===== src/rtl/urs_pkg.sv =====
package urs_pkg;
    // register offsets on the 5-bit register port
    localparam logic [4:0] ADR_DATA       = 5'h00;
    localparam logic [4:0] ADR_IEN        = 5'h01;
    localparam logic [4:0] ADR_IDENT      = 5'h02;
    localparam logic [4:0] ADR_LINE_CTL   = 5'h03;
    localparam logic [4:0] ADR_MODEM_CTL  = 5'h04;
    localparam logic [4:0] ADR_LINE_STAT  = 5'h05;
    localparam logic [4:0] ADR_MODEM_STAT = 5'h06;
    localparam logic [4:0] ADR_SCRATCH    = 5'h07;
    localparam logic [4:0] ADR_TX_LVL     = 5'h08;
    localparam logic [4:0] ADR_RX_LVL     = 5'h09;
    localparam logic [4:0] ADR_IO_DIR     = 5'h0a;
    localparam logic [4:0] ADR_IO_STATE   = 5'h0b;
    localparam logic [4:0] ADR_IO_IEN     = 5'h0c;
    localparam logic [4:0] ADR_IO_CTL     = 5'h0d;
    localparam logic [4:0] ADR_XFEAT      = 5'h0e;
    localparam logic [4:0] ADR_FEAT       = 5'h0f;
    localparam logic [4:0] ADR_DIV_LO     = 5'h10;
    localparam logic [4:0] ADR_DIV_HI     = 5'h11;
    localparam logic [4:0] ADR_FLOW_THR   = 5'h12;
    localparam logic [4:0] ADR_TRIG_THR   = 5'h13;
    localparam logic [4:0] ADR_RESUME1    = 5'h14;
    localparam logic [4:0] ADR_RESUME2    = 5'h15;
    localparam logic [4:0] ADR_STOP1      = 5'h16;
    localparam logic [4:0] ADR_STOP2      = 5'h17;
    // reset values
    localparam logic [7:0] LINE_CTL_RST   = 8'h1d;
    localparam logic [6:0] TX_SPACE_RST   = 7'h40;
    // identification codes
    localparam logic [5:0] ID_NONE        = 6'h01;
    localparam logic [5:0] ID_RLS         = 6'h06;
    localparam logic [5:0] ID_TMO         = 6'h0c;
    localparam logic [5:0] ID_RXD         = 6'h04;
    localparam logic [5:0] ID_TXE         = 6'h02;
    localparam logic [5:0] ID_MODEM       = 6'h00;
    localparam logic [5:0] ID_GPIO        = 6'h30;
    localparam logic [5:0] ID_FLOW        = 6'h10;
    localparam logic [5:0] ID_HS          = 6'h20;
    // field positions
    localparam int IEN_RXD   = 0;
    localparam int IEN_TXE   = 1;
    localparam int IEN_RLS   = 2;
    localparam int IEN_MODEM = 3;
    localparam int IEN_SLEEP = 4;
    localparam int IEN_FLOW  = 5;
    localparam int IEN_RTS   = 6;
    localparam int IEN_CTS   = 7;
    localparam int FEAT_ENH  = 4;
    localparam int LCTL_BRK  = 6;
    localparam int IOCTL_SWR = 3;
    // timing in character times and fifo size
    localparam logic [7:0] TMO_CHARS = 8'h04;
    localparam logic [6:0] FIFO_DEPTH = 7'h40;
    typedef enum logic [1:0] {URS_AWAKE = 2'b01, URS_ASLEEP = 2'b10} urs_sleep_e;
endpackage : urs_pkg


===== src/rtl/urs_ctrl.sv =====
// Operation
// - both resets act identically
// - ident reads no-interrupt code after reset
// - line control 0x1d, status bits 5,6
// - modem deltas clear, upper bits follow pins
// - tx space 0x40, rx level zero
// - reset clears control registers except line control, and pointers
// - divisor, scratch, flow chars survive reset
// - modem outputs high, gpio inputs, irq released
// - codes for none, line, timeout, data
// - codes for tx, modem, gpio, flow, handshake
// - each source gated, irq only when enabled
// - error summary while any fifo error remains
// - head error bits, zero when empty
// - flow stop clears on resume, special on read
// - any set enable bit other than the sleep bit selects interrupt mode
// - sleep allowed only with both enables
// - sleep only when fully idle
// - wake on rx, modem change, tx write
// - timeout four characters after last activity
// - break after low beyond one frame
// - break bit holds tx low
//
// The plain strobed port and the register addresses were decided locally.
`timescale 1ns/1ps
module urs_ctrl
    import urs_pkg::*;
(
    // clock and reset
    input  wire logic        clock_in,
    input  wire logic        rst_in,
    // register port
    input  wire logic [4:0]  addr_in,
    input  wire logic [7:0]  wdata_in,
    input  wire logic        wr_in,
    input  wire logic        rd_in,
    output logic      [7:0]  rdata_out,
    // serial line
    input  wire logic        rx_in,
    input  wire logic        tx_ser_in,
    input  wire logic        bit_tick_in,
    output logic             tx_out,
    // receiver events
    input  wire logic        rx_push_in,
    input  wire logic [7:0]  rx_data_in,
    input  wire logic [2:0]  rx_err_in,
    input  wire logic        stop_mid_in,
    // transmitter
    input  wire logic        tx_pop_in,
    input  wire logic        tx_shift_empty_in,
    output logic             tx_load_out,
    output logic      [7:0]  tx_data_out,
    // flow character detection
    input  wire logic        resume_det_in,
    input  wire logic        stop_det_in,
    input  wire logic        special_det_in,
    // modem pins
    input  wire logic [3:0]  modem_in,
    output logic             dtr_n_out,
    output logic             rts_n_out,
    // gpio pins
    input  wire logic [7:0]  gpio_in,
    output logic      [7:0]  gpio_out,
    output logic      [7:0]  gpio_oe_n_out,
    // interrupt, open drain
    output logic             irq_out,
    output logic             irq_oe_n_out,
    // clocking
    output logic             sleep_out,
    output logic      [15:0] divisor_out
);
    logic        rst_int, swrst_reg, init_reg;
    logic [7:0]  ier_reg, fcr_reg, lcr_reg, mcr_reg, efr_reg, tcr_reg, tlr_reg;
    logic [7:0]  iodir_reg, iostate_reg, ioien_reg, ioctl_reg, efcr_reg;
    logic [7:0]  dll_reg, dlh_reg, spr_reg, res1_reg, res2_reg, stp1_reg, stp2_reg;
    logic [10:0] mem [0:63];
    logic [5:0]  wptr_reg, rptr_reg;
    logic [6:0]  rx_cnt_reg, err_cnt_reg, tx_space_reg, trig;
    logic [10:0] head, push_d;
    logic        wr_data, rd_data, pop, push_v, brk_push, brk_hit, brk_done_reg;
    logic        ovr_reg, thr_reg, stop_src_reg, spec_src_reg, rts_chg_reg, cts_chg_reg;
    logic [3:0]  msr_delta_reg, modem_d_reg;
    logic [7:0]  gpio_chg_reg, gpio_d_reg, line_status_reg, rd_mux, char_bits;
    logic        rx_d_reg, rts_d_reg, tmo_hit, tmo_p, rls_p, rxd_p, txe_p;
    logic        msr_p, gpio_p, flow_p, hs_p, sleep_ok, idle, wake;
    logic [5:0]  ident;
    urs_sleep_e  slp_reg;

    // software reset is a registered pulse so the derived reset is glitch free
    assign rst_int = rst_in | swrst_reg;
    always_ff @(posedge clock_in or posedge rst_in) begin
        if (rst_in) begin
            swrst_reg <= 1'b0;
        end else begin
            swrst_reg <= wr_in && addr_in == ADR_IO_CTL && wdata_in[IOCTL_SWR];
        end
    end

    // pin history is only trusted one cycle after reset
    always_ff @(posedge clock_in or posedge rst_int) begin
        if (rst_int) begin
            init_reg <= 1'b0;
        end else begin
            init_reg <= 1'b1;
        end
    end

    always_ff @(posedge clock_in) begin
        rx_d_reg    <= rx_in;
        modem_d_reg <= modem_in;
        gpio_d_reg  <= gpio_in;
        rts_d_reg   <= rts_n_out;
    end

    assign wr_data = wr_in && addr_in == ADR_DATA;
    assign rd_data = rd_in && addr_in == ADR_DATA;

    // control registers, cleared by any reset except line control, which loads 0x1d
    always_ff @(posedge clock_in or posedge rst_int) begin
        if (rst_int) begin
            ier_reg   <= 8'h00;
            fcr_reg   <= 8'h00;
            lcr_reg   <= LINE_CTL_RST;
            mcr_reg   <= 8'h00;
            efr_reg   <= 8'h00;
            tcr_reg   <= 8'h00;
            tlr_reg   <= 8'h00;
            iodir_reg <= 8'h00;
            ioien_reg <= 8'h00;
            ioctl_reg <= 8'h00;
            efcr_reg  <= 8'h00;
            iostate_reg <= 8'h00;
        end else if (wr_in) begin
            case (addr_in)
                ADR_IEN:       ier_reg   <= wdata_in;
                ADR_IDENT:     fcr_reg   <= wdata_in;
                ADR_LINE_CTL:  lcr_reg   <= wdata_in;
                ADR_MODEM_CTL: mcr_reg   <= wdata_in;
                ADR_FEAT:      efr_reg   <= wdata_in;
                ADR_FLOW_THR:  tcr_reg   <= wdata_in;
                ADR_TRIG_THR:  tlr_reg   <= wdata_in;
                ADR_IO_DIR:    iodir_reg <= wdata_in;
                ADR_IO_IEN:    ioien_reg <= wdata_in;
                ADR_IO_CTL:    ioctl_reg <= wdata_in & 8'hf7;
                ADR_XFEAT:     efcr_reg  <= wdata_in;
                ADR_IO_STATE:  iostate_reg <= wdata_in;
                default:       ;
            endcase
        end
    end

    // retained registers carry no reset at all
    always_ff @(posedge clock_in) begin
        if (wr_in) begin
            case (addr_in)
                ADR_DIV_LO:  dll_reg  <= wdata_in;
                ADR_DIV_HI:  dlh_reg  <= wdata_in;
                ADR_SCRATCH: spr_reg  <= wdata_in;
                ADR_RESUME1: res1_reg <= wdata_in;
                ADR_RESUME2: res2_reg <= wdata_in;
                ADR_STOP1:   stp1_reg <= wdata_in;
                ADR_STOP2:   stp2_reg <= wdata_in;
                default:     ;
            endcase
        end
    end

    // pins; mcr bits are active high so reset leaves both pins high
    assign dtr_n_out     = ~mcr_reg[0];
    assign rts_n_out     = ~mcr_reg[1];
    assign gpio_oe_n_out = ~iodir_reg;
    assign gpio_out      = iostate_reg;
    assign divisor_out   = {dlh_reg, dll_reg};
    assign tx_out        = lcr_reg[LCTL_BRK] ? 1'b0 : tx_ser_in;

    // receive fifo; a detected break enters as a zero character
    assign pop      = rd_data && rx_cnt_reg != 7'h00;
    assign push_v   = rx_push_in | brk_push;
    assign push_d   = rx_push_in ? {rx_err_in, rx_data_in} : 11'h400;
    assign head     = mem[rptr_reg];
    always_ff @(posedge clock_in) begin
        if (push_v && rx_cnt_reg != FIFO_DEPTH) begin
            mem[wptr_reg] <= push_d;
        end
    end

    always_ff @(posedge clock_in or posedge rst_int) begin
        if (rst_int) begin
            wptr_reg    <= 6'h00;
            rptr_reg    <= 6'h00;
            rx_cnt_reg  <= 7'h00;
            err_cnt_reg <= 7'h00;
        end else begin
            if (push_v && rx_cnt_reg != FIFO_DEPTH) begin
                wptr_reg <= wptr_reg + 6'h01;
            end
            if (pop) begin
                rptr_reg <= rptr_reg + 6'h01;
            end
            rx_cnt_reg  <= rx_cnt_reg + {6'h00, push_v && rx_cnt_reg != FIFO_DEPTH}
                           - {6'h00, pop};
            err_cnt_reg <= err_cnt_reg
                           + {6'h00, push_v && rx_cnt_reg != FIFO_DEPTH && |push_d[10:8]}
                           - {6'h00, pop && |head[10:8]};
        end
    end

    // transmit space, a write into a full fifo is dropped
    always_ff @(posedge clock_in or posedge rst_int) begin
        if (rst_int) begin
            tx_space_reg <= TX_SPACE_RST;
            tx_load_out  <= 1'b0;
            tx_data_out  <= 8'h00;
        end else begin
            tx_load_out  <= wr_data && tx_space_reg != 7'h00;
            tx_data_out  <= wdata_in;
            tx_space_reg <= tx_space_reg - {6'h00, wr_data && tx_space_reg != 7'h00}
                            + {6'h00, tx_pop_in && tx_space_reg != FIFO_DEPTH};
        end
    end

    // frame length in bit times: start, data, parity, stop
    assign char_bits = 8'h07 + {6'h00, lcr_reg[1:0]} + {7'h00, lcr_reg[3]} + {7'h00, lcr_reg[2]};
    assign trig      = tlr_reg[7:4] == 4'h0 ? 7'h01 : {1'b0, tlr_reg[7:4], 2'b00};

    urs_tick_cnt u_tmo (
        .clock_in (clock_in),
        .rst_in   (rst_int),
        .clear_in (stop_mid_in || rd_data || rx_cnt_reg == 7'h00),
        .tick_in  (bit_tick_in),
        .limit_in (8'(char_bits * TMO_CHARS)),
        .hit_out  (tmo_hit)
    );

    // break counter restarts whenever the line goes high
    urs_tick_cnt u_brk (
        .clock_in (clock_in),
        .rst_in   (rst_int),
        .clear_in (rx_in),
        .tick_in  (bit_tick_in),
        .limit_in (char_bits + 8'h01),
        .hit_out  (brk_hit)
    );

    // one break character per low period
    assign brk_push = brk_hit && !brk_done_reg && !rx_push_in;
    always_ff @(posedge clock_in or posedge rst_int) begin
        if (rst_int) begin
            brk_done_reg <= 1'b0;
        end else if (rx_in) begin
            brk_done_reg <= 1'b0;
        end else if (brk_push) begin
            brk_done_reg <= 1'b1;
        end
    end

    // sticky event flags; a new event wins over a clear in the same cycle
    always_ff @(posedge clock_in or posedge rst_int) begin
        if (rst_int) begin
            ovr_reg       <= 1'b0;
            thr_reg       <= 1'b0;
            stop_src_reg  <= 1'b0;
            spec_src_reg  <= 1'b0;
            rts_chg_reg   <= 1'b0;
            cts_chg_reg   <= 1'b0;
            msr_delta_reg <= 4'h0;
            gpio_chg_reg  <= 8'h00;
        end else begin
            if (push_v && rx_cnt_reg == FIFO_DEPTH) begin
                ovr_reg <= 1'b1;
            end else if (rd_in && addr_in == ADR_LINE_STAT) begin
                ovr_reg <= 1'b0;
            end
            if (tx_pop_in && tx_space_reg == FIFO_DEPTH - 7'h01) begin
                thr_reg <= 1'b1;
            end else if (wr_data || (rd_in && addr_in == ADR_IDENT && ident == ID_TXE)) begin
                thr_reg <= 1'b0;
            end
            if (stop_det_in) begin
                stop_src_reg <= 1'b1;
            end else if (resume_det_in) begin
                stop_src_reg <= 1'b0;
            end
            if (special_det_in) begin
                spec_src_reg <= 1'b1;
            end else if (rd_in && addr_in == ADR_IDENT) begin
                spec_src_reg <= 1'b0;
            end
            if (init_reg && rts_n_out && !rts_d_reg) begin
                rts_chg_reg <= 1'b1;
            end else if (rd_in && addr_in == ADR_IDENT && ident == ID_HS) begin
                rts_chg_reg <= 1'b0;
            end
            if (init_reg && modem_in[0] && !modem_d_reg[0]) begin
                cts_chg_reg <= 1'b1;
            end else if (rd_in && addr_in == ADR_IDENT && ident == ID_HS) begin
                cts_chg_reg <= 1'b0;
            end
            msr_delta_reg <= (init_reg ? (modem_in ^ modem_d_reg) : 4'h0)
                             | (rd_in && addr_in == ADR_MODEM_STAT ? 4'h0 : msr_delta_reg);
            gpio_chg_reg  <= (init_reg ? (gpio_in ^ gpio_d_reg) & ioien_reg : 8'h00)
                             | (rd_in && addr_in == ADR_IO_STATE ? 8'h00 : gpio_chg_reg);
        end
    end

    // line status; head errors hidden when the fifo is empty
    assign line_status_reg = {err_cnt_reg != 7'h00,
                  tx_space_reg == FIFO_DEPTH && tx_shift_empty_in,
                  tx_space_reg == FIFO_DEPTH,
                  rx_cnt_reg != 7'h00 ? head[10:8] : 3'h0,
                  ovr_reg, rx_cnt_reg != 7'h00};

    // gated sources
    assign rls_p  = ier_reg[IEN_RLS] && (line_status_reg[7] || ovr_reg);
    assign tmo_p  = ier_reg[IEN_RXD] && tmo_hit && rx_cnt_reg != 7'h00 && rx_cnt_reg < trig;
    assign rxd_p  = ier_reg[IEN_RXD] && rx_cnt_reg >= trig;
    assign txe_p  = ier_reg[IEN_TXE] && thr_reg;
    assign msr_p  = ier_reg[IEN_MODEM] && msr_delta_reg != 4'h0;
    assign gpio_p = (gpio_chg_reg & ioien_reg) != 8'h00;
    assign flow_p = ier_reg[IEN_FLOW] && (stop_src_reg || spec_src_reg);
    assign hs_p   = (ier_reg[IEN_RTS] && rts_chg_reg) || (ier_reg[IEN_CTS] && cts_chg_reg);

    // priority encoder, level 1 first
    always_comb begin
        if (rls_p) begin
            ident = ID_RLS;
        end else if (tmo_p) begin
            ident = ID_TMO;
        end else if (rxd_p) begin
            ident = ID_RXD;
        end else if (txe_p) begin
            ident = ID_TXE;
        end else if (msr_p) begin
            ident = ID_MODEM;
        end else if (gpio_p) begin
            ident = ID_GPIO;
        end else if (flow_p) begin
            ident = ID_FLOW;
        end else if (hs_p) begin
            ident = ID_HS;
        end else begin
            ident = ID_NONE;
        end
    end

    // open drain: pull low only while an enabled source is pending
    assign irq_out      = 1'b0;
    assign irq_oe_n_out = (ident == ID_NONE);

    // sleep control
    assign sleep_ok = efr_reg[FEAT_ENH] && ier_reg[IEN_SLEEP];
    assign idle = rx_in && rx_cnt_reg == 7'h00 && tx_space_reg == FIFO_DEPTH && tx_shift_empty_in
                  && (ident == ID_NONE || ident == ID_TXE);
    assign wake = !sleep_ok || wr_data || rx_in != rx_d_reg || modem_in != modem_d_reg;
    always_ff @(posedge clock_in or posedge rst_int) begin
        if (rst_int) begin
            slp_reg <= URS_AWAKE;
        end else begin
            case (slp_reg)
                URS_AWAKE:  slp_reg <= (sleep_ok && idle && !wake) ? URS_ASLEEP : URS_AWAKE;
                URS_ASLEEP: slp_reg <= wake ? URS_AWAKE : URS_ASLEEP;
                default:    slp_reg <= URS_AWAKE;
            endcase
        end
    end
    assign sleep_out = (slp_reg == URS_ASLEEP);

    // read mux, captured for the following cycle
    always_comb begin
        case (addr_in)
            ADR_DATA:       rd_mux = rx_cnt_reg != 7'h00 ? head[7:0] : 8'h00;
            ADR_IEN:        rd_mux = ier_reg;
            ADR_IDENT:      rd_mux = {fcr_reg[0], fcr_reg[0], ident};
            ADR_LINE_CTL:   rd_mux = lcr_reg;
            ADR_MODEM_CTL:  rd_mux = mcr_reg;
            ADR_LINE_STAT:  rd_mux = line_status_reg;
            ADR_MODEM_STAT: rd_mux = {modem_in, msr_delta_reg};
            ADR_SCRATCH:    rd_mux = spr_reg;
            ADR_TX_LVL:     rd_mux = {1'b0, tx_space_reg};
            ADR_RX_LVL:     rd_mux = {1'b0, rx_cnt_reg};
            ADR_IO_DIR:     rd_mux = iodir_reg;
            ADR_IO_STATE:   rd_mux = gpio_in;
            ADR_IO_IEN:     rd_mux = ioien_reg;
            ADR_IO_CTL:     rd_mux = ioctl_reg;
            ADR_XFEAT:      rd_mux = efcr_reg;
            ADR_FEAT:       rd_mux = efr_reg;
            ADR_DIV_LO:     rd_mux = dll_reg;
            ADR_DIV_HI:     rd_mux = dlh_reg;
            ADR_FLOW_THR:   rd_mux = tcr_reg;
            ADR_TRIG_THR:   rd_mux = tlr_reg;
            ADR_RESUME1:    rd_mux = res1_reg;
            ADR_RESUME2:    rd_mux = res2_reg;
            ADR_STOP1:      rd_mux = stp1_reg;
            ADR_STOP2:      rd_mux = stp2_reg;
            default:        rd_mux = 8'h00;
        endcase
    end

    always_ff @(posedge clock_in or posedge rst_int) begin
        if (rst_int) begin
            rdata_out <= 8'h00;
        end else begin
            rdata_out <= rd_in ? rd_mux : 8'h00;
        end
    end
endmodule : urs_ctrl


===== src/rtl/urs_tick_cnt.sv =====
`timescale 1ns/1ps
module urs_tick_cnt (
    // clock and reset
    input  wire logic       clock_in,
    input  wire logic       rst_in,
    // count control
    input  wire logic       clear_in,
    input  wire logic       tick_in,
    input  wire logic [7:0] limit_in,
    // result
    output logic            hit_out
);
    logic [7:0] cnt_reg;

    // saturates at the limit so a long idle never wraps back
    always_ff @(posedge clock_in or posedge rst_in) begin
        if (rst_in) begin
            cnt_reg <= 8'h00;
        end else if (clear_in) begin
            cnt_reg <= 8'h00;
        end else if (tick_in && !hit_out) begin
            cnt_reg <= cnt_reg + 8'h01;
        end
    end

    assign hit_out = (cnt_reg >= limit_in);
endmodule : urs_tick_cnt


===== config.mk =====
export PLATFORM = sky130hd
export DESIGN_NAME = urs_ctrl
export DESIGN_NICKNAME = d
export VERILOG_FILES = /design/src/rtl/urs_pkg.sv /design/src/rtl/urs_ctrl.sv /design/src/rtl/urs_tick_cnt.sv
export SDC_FILE = /design/constraint.sdc
export NUM_CORES = 1
export LEC_CHECK = 0
export ABC_CLOCK_PERIOD_IN_PS = 37200
export BUFFER_PORTS_ARGS = -buffer_cell sky130_fd_sc_hd__buf_2
export CAP_MARGIN = 20
export CORE_MARGIN = 4
export CORE_UTILIZATION = 29
export CTS_CLUSTER_SIZE = 40
export DETAILED_ROUTE_END_ITERATION = 16
export PLACE_DENSITY = 0.45
export SYNTH_ARGS = -nofsm -noshare
export SYNTH_HDL_FRONTEND = slang
export SYNTH_SLANG_ARGS = --single-unit

===== constraint.sdc =====
create_clock -name clock_in -period 37.2 [get_ports clock_in]
set_clock_uncertainty 0.1 [all_clocks]
set_input_delay 3.72 -clock clock_in [delete_from_list [all_inputs] [get_ports clock_in]]
set_output_delay 3.72 -clock clock_in [all_outputs]
set_load 0.1 [all_outputs]

==> flow_metrics.env, run 1 <==
export IMPL_status="finished, final reports clean"
export IMPL_clock_latency_late_sink_ps=710
export IMPL_place_ws_ps=28980
export IMPL_final_hold_violation_count=0
export IMPL_arrival_ps=4460
export IMPL_period_needed_ps=8280
export IMPL_period_share=0.222
export IMPL_wl_per_cell_um=26.4
export IMPL_max_cap_violations=0
export IMPL_dr_first_iter_drc_count=2025
export IMPL_max_vdd_ir_drop_mv=0.0402
export IMPL_synth_compound_area_share=0.0609
export IMPL_layout_setup_ws_ps=28920
export IMPL_largest_register="mem"
export IMPL_final_max_slew_violation_count=0
export IMPL_antenna_left=0
export IMPL_post_cts_setup_buffers=0
export IMPL_antenna_found_initial=1
export IMPL_postCtsResizedCells=0
export IMPL_synth_largest_type_area_fraction=0.588
export IMPL_endpoint_kind="primary output"
export IMPL_synth_yosys_seq_area_share=0.710
export IMPL_power_density_cell_area_nw_per_um2=67.0
export IMPL_reg2reg_from="rptr_reg[0]"
export IMPL_worst_setup_path_type="reg -> out"
export IMPL_areaGrowthSynthToFinish_pct=16.8
export IMPL_cts_hold_buf=0
export IMPL_holdWs_ps=363
export IMPL_setup_violations=0
export IMPL_remaining_drc_errors=0
export IMPL_dominant_combinational_cell_family_by_area_after_synthesis="multiplexers"
export IMPL_number_of_global_route_vias_before_repair=22300
export IMPL_fillCellCount=12600
export IMPL_worst_ep_required_time_ps=33380
export IMPL_crit_fanout=6
export IMPL_fmaxAchievable_ghz=0.121
export IMPL_tritoncts="yes"
export IMPL_synth_top_area_cell="edfxtp_1"
export IMPL_ff_latch_area_sq_um=27500
export IMPL_die_area_sq_um=140000
export IMPL_gpl_final_weighted_congestion=0.880
export IMPL_critical_path_cell_chain="inv_1 -> ha_1 -> inv_1 -> ha_1 -> inv_1 -> fa_1 -> ha_1 -> a21boi_0 -> o221ai_1 -> a21oi_1 -> o21a_1 -> nor2_1 -> nand2_1 -> nor2_1 -> buf_2"
export IMPL_postSynthRegisterBits=951
export IMPL_multi_input_comb_area_sq_um=10500
export IMPL_die_width_um=374
export IMPL_synth_mux_area_frac=0.130
export IMPL_worstHoldPathCells=1
export IMPL_detailroute_via_count=21900
export IMPL_rsz0062_at_grt="no"
export IMPL_layout_commonest_cell="edfxtp_1"
export IMPL_grt_max_degree=94
export IMPL_grt_use_total=0.160
export IMPL_row_count=133
export IMPL_worst_r2r_endpoint="err_cnt_reg[6]"
export IMPL_floorplan_die_height_um=374
export IMPL_numPortBuffers=103
export IMPL_synth_xor_area_frac=0.0120
export IMPL_proportion_of_register_bits_with_asynchronous_set_or_reset_after_synthesis=0.186
export IMPL_largest_register_ffs=704
export IMPL_drt_total_wl_um=114000
export IMPL_cts_clk_slew_worst_paths_ps=60
export IMPL_design_final_nets=2586
export IMPL_synth_area_top_cells="edfxtp_1, dfrtp_1, mux4_2"
export IMPL_post_synth_num_cell_types=68
export IMPL_hold_path_end="cts_chg_reg"
export IMPL_synth_top_flop_cell="edfxtp_1"
export IMPL_layout_cells_most_common_list="edfxtp_1, dfrtp_1, nor2_1"
export IMPL_clock_tree_root_cell="clkbuf_16"
export IMPL_postSynthAreaPerCell_sq_um=17.0
export IMPL_vias_per_cell=5.06
export IMPL_floorplan_initialDensity=0.294
export IMPL_core_area_sq_um=132000
export IMPL_dr_pass1_iters=6
export IMPL_cp_slowest_cell="dfstp_2"
export IMPL_synth_edff_count=760
export IMPL_synth_simple_gate_area_share=0.0468
export IMPL_synth_yosys_warnings=0
export IMPL_clock_tree_buffer_depth=3
export IMPL_grt_overflow_total=0
export IMPL_cts_inserted_buffers=103
export IMPL_post_route_cell_area_sq_um=45300
export IMPL_worst_r2r_setup_slack_ps=31020
export IMPL_post_synth_instance_area_sq_um=38800
export IMPL_cp_slowest_stage_delay_ps=540
export IMPL_power_static_leakage_uw=0.0158
export IMPL_ios=105
export IMPL_worst_slew_pin_transition_ps=1130
export IMPL_synthesis_instances=2284
export IMPL_dp_area_sq_um=41500
export IMPL_final_util=0.343
export IMPL_detailed_place_hpwl_um=72600
export IMPL_grt_first_pass_wirelength_um=165000
export IMPL_tns_ps=0
export IMPL_critical_path_startpoint_type="flip-flop"
export IMPL_yosys_area_share_adder=0.0192
export IMPL_cts_htree_levels=3
export IMPL_syn_num_nets=2391
export IMPL_max_slew_margin_rel=0.228
export IMPL_worst_hold_path_type="reg -> reg"
export IMPL_worst_hold_startpoint="modem_d_reg[0]"
export IMPL_layout_drive_gt1_share=0.230
export IMPL_rr_worst_depth=20
export IMPL_clock_sink_count=951
==> logic make-up (layout without fill, tap and decap cells) <==
| logic type | after synthesis | after routing |
|---|---|---|
| flops | 951 | 951 |
| simple gates | 379 | 379 |
| mux | 344 | 344 |
| compound gates | 321 | 321 |
| buf+inv | 177 | 459 |
| fa+ha+maj | 57 | 57 |
| xor+xnor | 53 | 53 |
| other cells | 2 | 3 |
==> worst max-delay path by stage <==
stage          cells after the start       start      endpoint  slack [ps]
3_5_place_dp                       3   tx_ser_in        tx_out       28980
5_1_grt                           15  lcr_reg[0]  irq_oe_n_out       28660
3_3_place_gp                       3   tx_ser_in        tx_out       28990
4_1_cts                           15  lcr_reg[0]  irq_oe_n_out       28860
6_report                          15  lcr_reg[0]  irq_oe_n_out       28920
2_1_floorplan                      1      rst_in  brk_done_reg       22930
==> cell usage after synthesis (31+ instances only) <==
cell type,n
edfxtp_1,760
dfrtp_1,171
nor2_1,140
mux2i_1,135
mux4_2,120
mux2_2,89
nand2_1,73
inv_1,70
o221ai_1,64
clkbuf_1,63
a21oi_1,56
a22oi_1,56
ha_1,53
nor3_1,35
o22ai_1,31
==> critical path: cells and delay by family (launching register included) <==
family | cells | cell delay (ps)
flops | 1 | 540
compound gates | 4 | 730
simple gates | 3 | 640
fa+ha+maj | 4 | 1210
buf+inv | 4 | 630
==> layer usage <==
layer / global-route usage / vias to the layer above / wire length (um) / part of all wire
li1: - / 9480 / - / -
met1: 0.227 / 11600 / 52400 / 0.46
met2: 0.257 / 641 / 53400 / 0.47
met3: 0.0244 / 154 / 5790 / 0.051
met4: 0.0445 / 0 / 2690 / 0.024
met5: 0 / - / 0 / 0
==> final cells by class <==
class / instances / area share
antenna: 1 / 0.0000552
clock buffer: 132 / 0.0616
clock inverter: 60 / 0.0167
inverter: 71 / 0.00588
multi-input combinational: 1156 / 0.231
sequential: 951 / 0.608
tap: 1755 / 0.0484
timing repair buffer: 196 / 0.0285
==> metrics by stage <==
step,power (uW),instances
after floorplan,1790,2284
after global placement,1980,4089
after detailed placement,2000,4097
after CTS,3070,4289
after global routing,3170,4321
final,3040,4322
==> where the power goes <==
| group | switching [uW] | internal (uW) | total, uW |
|---|---|---|---|
| clock network | 435 | 630 | 1060 |
| logic | 392 | 269 | 661 |
| registers | 76.3 | 1230 | 1310 |
Power figures use the tool's default switching activity.
==> run 2: changes to the inputs <==
Settings changed: ABC_AREA from default to 1, ABC_CLOCK_PERIOD_IN_PS 37200 to 8550.
Clock period 37.2 ns to 8.55 ns, I/O delays scaled along.
==> run 2 against run 1 <==
Synthesized area rose by 3.4%. Setup slack worse by 26000 ps. Via count up 27%. First-iteration DRC count is 39% higher. Non-clock buffer count is 45 lower. Critical path type is now reg -> reg.
==> flow_metrics.env, run 2 <==
export IMPL_remaining_drc_errors=0
export IMPL_synth_top_cells_by_count="nand2_1, edfxtp_1, nand3_1, nor2_1, dfrtp_1"
export IMPL_floorplan_initialDensity=0.292
export IMPL_worst_hold_path_type="reg -> async"
export IMPL_largest_register_ffs=704
export IMPL_post_route_cell_area_sq_um=46000
export IMPL_postSynthRegisterBits=951
export IMPL_synthesis_instances=3735
export IMPL_synth_yosys_warnings=0
export IMPL_numPortBuffers=103
export IMPL_clock_sink_count=951
export IMPL_worst_setup_path_type="reg -> reg"
export IMPL_synth_top_flop_cell="edfxtp_1"
export IMPL_power_share_clock=0.306
export IMPL_busiest_layer="met2"
export IMPL_synth_edff_count=760
export IMPL_grtUsageMet2=0.274
export IMPL_tritoncts="yes"
export IMPL_fmaxAchievable_ghz=0.164
export IMPL_die_area_sq_um=144000
export IMPL_post_synth_instance_area_sq_um=40100
export IMPL_cts_clk_slew_worst_paths_ps=60
export IMPL_postCtsResizedCells=0
export IMPL_wl_per_cell_um=23.0
export IMPL_switchingPower_uw=5580
export IMPL_arrival_ps=6320
export IMPL_synth_largest_type_area_fraction=0.569
export IMPL_post_synth_num_cell_types=44
export IMPL_max_cap_violations=0
export IMPL_leading_cell_type_by_number_of_instances_after_synthesis="nand2_1"
export IMPL_design_final_nets=3930
export IMPL_dp_area_sq_um=42600
export IMPL_post_cts_setup_buffers=0
export IMPL_worst_slew_pin_transition_ps=1100
export IMPL_row_count=136
export IMPL_antenna_left=0
export IMPL_rsz0062_at_grt="no"
export IMPL_status="finished, final reports clean"
export IMPL_vias_per_cell=4.87
export IMPL_die_width_um=380
export IMPL_synth_top_area_cell="edfxtp_1"
export IMPL_core_area_sq_um=137000
export IMPL_syn_num_nets=3842
export IMPL_fillCellCount=14000
export IMPL_clock_latency_late_sink_ps=720
export IMPL_detailroute_via_count=27800
export IMPL_drt_total_wl_um=131000
export IMPL_cts_htree_levels=3
export IMPL_grt_overflow_total=0
export IMPL_layout_commonest_cell="nand2_1"
export IMPL_synth_area_top_cells="edfxtp_1, nand2_1, dfrtp_1"
export IMPL_floorplan_die_height_um=380
export IMPL_grt_use_total=0.177
export IMPL_antenna_found_initial=5
export IMPL_synth_yosys_seq_area_share=0.687
export IMPL_detailed_place_hpwl_um=83300
export IMPL_period_share=0.713
export IMPL_ios=105
export IMPL_endpoint_kind="flip-flop"
export IMPL_gr_usage_met1=0.254
export IMPL_areaGrowthSynthToFinish_pct=14.8
export IMPL_grt_max_degree=132
export IMPL_clock_tree_root_cell="clkbuf_16"
export IMPL_grt_use_met3=0.0304
export IMPL_cell_internal_pwr_uw=9140
export IMPL_postSynthAreaPerCell_sq_um=10.7
export IMPL_max_slew_margin_rel=0.266
export IMPL_setup_violations=0
export IMPL_crit_fanout=13
export IMPL_max_vdd_ir_drop_mv=0.175
export IMPL_switching_share=0.379
export IMPL_number_of_global_route_vias_before_repair=27100
export IMPL_cts_inserted_buffers=100
export IMPL_dr_pass1_iters=6
export IMPL_final_max_slew_violation_count=0
export IMPL_period_needed_ps=6100
export IMPL_proportion_of_register_bits_with_asynchronous_set_or_reset_after_synthesis=0.186
export IMPL_layout_drive_gt1_share=0.0911
export IMPL_final_hold_violation_count=0
export IMPL_worst_ep_required_time_ps=8780
export IMPL_tns_ps=0
export IMPL_grt_first_pass_wirelength_um=189000
export IMPL_power_density_cell_area_nw_per_um2=320
export IMPL_largest_register="mem"
export IMPL_layout_cells_most_common_list="nand2_1, edfxtp_1, nand3_1"
export IMPL_combinationalPowerShare=0.308
export IMPL_dr_first_iter_drc_count=2815
export IMPL_seqPwrFrac=0.385
export IMPL_power_static_leakage_uw=0.0177
export IMPL_clock_tree_buffer_depth=3
export IMPL_critical_path_startpoint_type="flip-flop"
export IMPL_gpl_final_weighted_congestion=0.855
run 2: worst paths after layout:
check,cells after the start,to,slack [ps],startpoint
min,1,tx_data_out[5],140,swrst_reg
min reg2reg,1,tx_data_out[5],140,swrst_reg
max in group asynchronous,5,u_tmo.cnt_reg[2],6150,rst_in
max,22,mem[4][3],2450,lcr_reg[0]
max reg2reg,22,mem[4][3],2450,lcr_reg[0]
min in group clock_in,1,gpio_d_reg[5],220,gpio_in[5]
run 2: what timing repair did:
| action | 4_1_cts | 5_1_grt |
|---|---|---|
| endpoints found under the setup margin | 0 | 0 |
| hold buffers | 1 | 0 |
| hold endpoints to repair | 7 | 0 |
run 2: through the flow:
stage / utilization / worst slack [ps] / instances / power (uW) / hold slack (ps)
2_1_floorplan: - / 1320 / 3735 / 8580 / 345
3_3_place_gp: 0.310 / 2410 / 5509 / 10300 / 140
3_5_place_dp: 0.310 / 2380 / 5511 / 10300 / 147
4_1_cts: 0.334 / 2390 / 5698 / 14800 / 154
5_1_grt: 0.335 / 2100 / 5701 / 15500 / 192
6_report: 0.335 / 2450 / 5703 / 14700 / 145
run 2: cells by family (layout without fill, tap and decap cells):
group / after synthesis / in the layout / synth area share
simple gates: 1991 / 1991 / 0.205
mux: 1 / 1 / 0.000250
xor+xnor: 40 / 40 / 0.00873
buf+inv: 345 / 517 / 0.0343
compound gates: 348 / 348 / 0.0468
flops: 951 / 951 / 0.687
other cells: 2 / 4 / 0.000187
fa+ha+maj: 57 / 57 / 0.0185
run 2: cell type report:
class | count | area (sq um) | share of cell area
Tap cell | 1794 | 2240 | 0.0487
Antenna cell | 2 | 5.00 | 0.000109
Inverter | 180 | 686 | 0.0149
Multi-Input combinational cell | 2439 | 11200 | 0.244
Timing Repair Buffer | 151 | 936 | 0.0203
Sequential cell | 951 | 27500 | 0.598
Clock inverter | 54 | 671 | 0.0146
Clock buffer | 132 | 2710 | 0.0589
run 2: power by group through the flow:
stage	Combinational (uW)	Sequential, uW	Clock, uW
2_1_floorplan	2880	5700	0
3_3_place_gp	4510	5760	0
3_5_place_dp	4510	5760	0
4_1_cts	4520	5670	4590
5_1_grt	4970	5700	4800
6_report	4540	5670	4510
run 2: critical path, cell delays in order (launching register included):
cell and delay [ps]:
dfstp_2 530, inv_1 60, ha_1 280, inv_1 60, ha_1 140, inv_1 60
fa_1 380, inv_1 70, nand2_1 60, nand2_1 130, nand3_1 100, xor2_1 150
ha_1 300, nand2_1 60, o21ai_0 150, nand2_1 70, nand3_1 150, nand2_1 80
nand2_1 110, nand2_1 230, inv_1 360, nand4_1 920, nor2_1 1150
run 2: routing by layer:
metal | part of all wire | vias to the layer above
met5 | 0 | -
met2 | 0.45 | 884
met1 | 0.46 | 13800
met4 | 0.026 | 0
li1 | - | 12900
met3 | 0.064 | 177
==> run 3: changes to the inputs <==
Settings changed: ABC_CLOCK_PERIOD_IN_PS 8550 to 5400, PLACE_DENSITY 0.45 to 0.47.
Clock period 8.55 ns to 5.4 ns, I/O delays scaled along.
==> run 3 against run 2 <==
Via count increased by 0.57%. Global-route usage decreased by 0.67 points. Setup slack got worse by 2000 ps. Sequential share of layout area decreased by 1.6 points. Clock power increased by 61%. First-iteration DRC count decreased by 4.2%. Highest routed layer unchanged.
==> flow_metrics.env, run 3 (synthesis gave the netlist of run 2 again) <==
export IMPL_arrival_ps=5460
export IMPL_worst_ep_required_time_ps=5880
export IMPL_tritoncts="yes"
export IMPL_final_util=0.344
export IMPL_power_static_leakage_uw=0.0185
export IMPL_clock_tree_buffer_depth=3
export IMPL_clock_sink_count=951
export IMPL_antenna_left=0
export IMPL_clock_tree_root_cell="clkbuf_16"
export IMPL_die_width_um=380
export IMPL_dr_first_iter_drc_count=2698
export IMPL_layout_commonest_cell="nand2_1"
export IMPL_worst_hold_path_type="in -> reg"
export IMPL_cp_slowest_cell="dfstp_2"
export IMPL_path_delay_family="adder cells"
export IMPL_final_max_slew_violation_count=0
export IMPL_core_area_sq_um=137000
export IMPL_wl_per_cell_um=21.6
export IMPL_dr_pass1_iters=5
export IMPL_crit_fanout=5
export IMPL_period_needed_ps=4980
export IMPL_busiest_layer="met2"
export IMPL_areaGrowthSynthToFinish_pct=18.1
export IMPL_numPortBuffers=103
export IMPL_floorplan_die_height_um=380
export IMPL_critical_path_startpoint_type="flip-flop"
export IMPL_grt_max_degree=90
export IMPL_layout_cells_most_common_list="nand2_1, edfxtp_1, nand3_1"
export IMPL_vias_per_cell=4.78
export IMPL_grt_use_total=0.170
export IMPL_row_count=136
export IMPL_cts_htree_levels=3
export IMPL_antenna_found_initial=2
export IMPL_largest_register="mem"
export IMPL_post_place_cells=5614
export IMPL_die_area_sq_um=144000
export IMPL_grt_overflow_total=0
export IMPL_rsz0062_at_grt="no"
export IMPL_grt_first_pass_wirelength_um=184000
export IMPL_endpoint_kind="flip-flop"
export IMPL_ios=105
export IMPL_grtUsageMet2=0.253
export IMPL_max_vdd_ir_drop_mv=0.278
export IMPL_max_cap_violations=0
export IMPL_instances_no_fill=5838
export IMPL_number_of_global_route_vias_before_repair=26900
export IMPL_detailed_place_hpwl_um=81900
export IMPL_max_slew_margin_rel=0.326
export IMPL_cts_inserted_buffers=103
export IMPL_worst_setup_path_type="reg -> reg"
export IMPL_period_share=0.922
export IMPL_cts_clk_slew_worst_paths_ps=60
export IMPL_gr_usage_met1=0.252
export IMPL_drt_total_wl_um=126000
export IMPL_power_density_cell_area_nw_per_um2=501
export IMPL_largest_register_ffs=704
export IMPL_detailroute_via_count=27900
export IMPL_grt_use_met3=0.0277
export IMPL_design_final_nets=4059
export IMPL_cp_slowest_stage_delay_ps=530
export IMPL_status="finished, final reports clean"
export IMPL_worst_slew_pin_transition_ps=1010
export IMPL_tns_ps=0
export IMPL_clock_latency_late_sink_ps=710
export IMPL_post_cts_setup_buffers=0
export IMPL_floorplan_initialDensity=0.292
export IMPL_setup_violations=0
export IMPL_fmaxAchievable_ghz=0.201
export IMPL_final_hold_violation_count=0
export IMPL_critPathBufInv=7
export IMPL_gpl_final_weighted_congestion=0.891
export IMPL_layout_drive_gt1_share=0.117
export IMPL_remaining_drc_errors=0
==> run 3: what timing repair did <==
action,4_1_cts,5_1_grt
hold buffers,26,0
gates resized for setup,0,4
endpoints found under the setup margin,0,2
endpoints found under the hold margin,27,0
==> run 3: worst paths after layout <==
kind,startpoint,end,slack [ps],depth (start not counted)
max in group asynchronous,rst_in,rptr_reg[0],3930,5
min in group asynchronous,swrst_reg,tcr_reg[2],130,1
hold reg to reg,swrst_reg,tcr_reg[2],130,1
hold / removal,stop_mid_in,u_tmo.cnt_reg[7],90,4
setup / recovery,lcr_reg[0],rx_cnt_reg[6],420,28
setup reg to reg,lcr_reg[0],rx_cnt_reg[6],420,28
==> run 3: area by class of cell <==
class	count	area, sq um
Sequential cell	951	27500
Tap cell	1794	2240
Multi-Input combinational cell	2439	11300
Antenna cell	2	5.00
Clock buffer	133	2820
Fill cell	13800	90100
Inverter	180	686
Timing Repair Buffer	277	2110
Clock inverter	62	687
==> run 3: per-stage QoR <==
step / hold slack [ps] / power, uW / cell area, sq um / setup WS (ps)
global route: 87.8 / 25000 / 47400 / 37.2
CTS: 34.6 / 23900 / 47300 / 293
finish: 95.0 / 23700 / 47400 / 420
detailed placement: 323 / 16600 / 43500 / 271
floorplan: 169 / 13600 / 40100 / 511
global placement: 321 / 16500 / 43500 / 233
==> run 3: report_power, final <==
| part | internal, uW | switching [uW] |
|---|---|---|
| sequential | 8510 | 363 |
| combinational | 2140 | 5450 |
| clock | 4240 | 3040 |
| total | 14900 | 8850 |
==> run 3: tightest hold or removal path, stage by stage <==
cell	delay [ps]
buf_2	90
nor3_2	90
inv_1	90
nor2_1	40
==> run 3: per-layer routing <==
layer / vias up / share of wire
met1: 13800 / 0.48
met4: 0 / 0.029
met3: 165 / 0.060
met2: 802 / 0.43
met5: - / 0
li1: 13200 / -
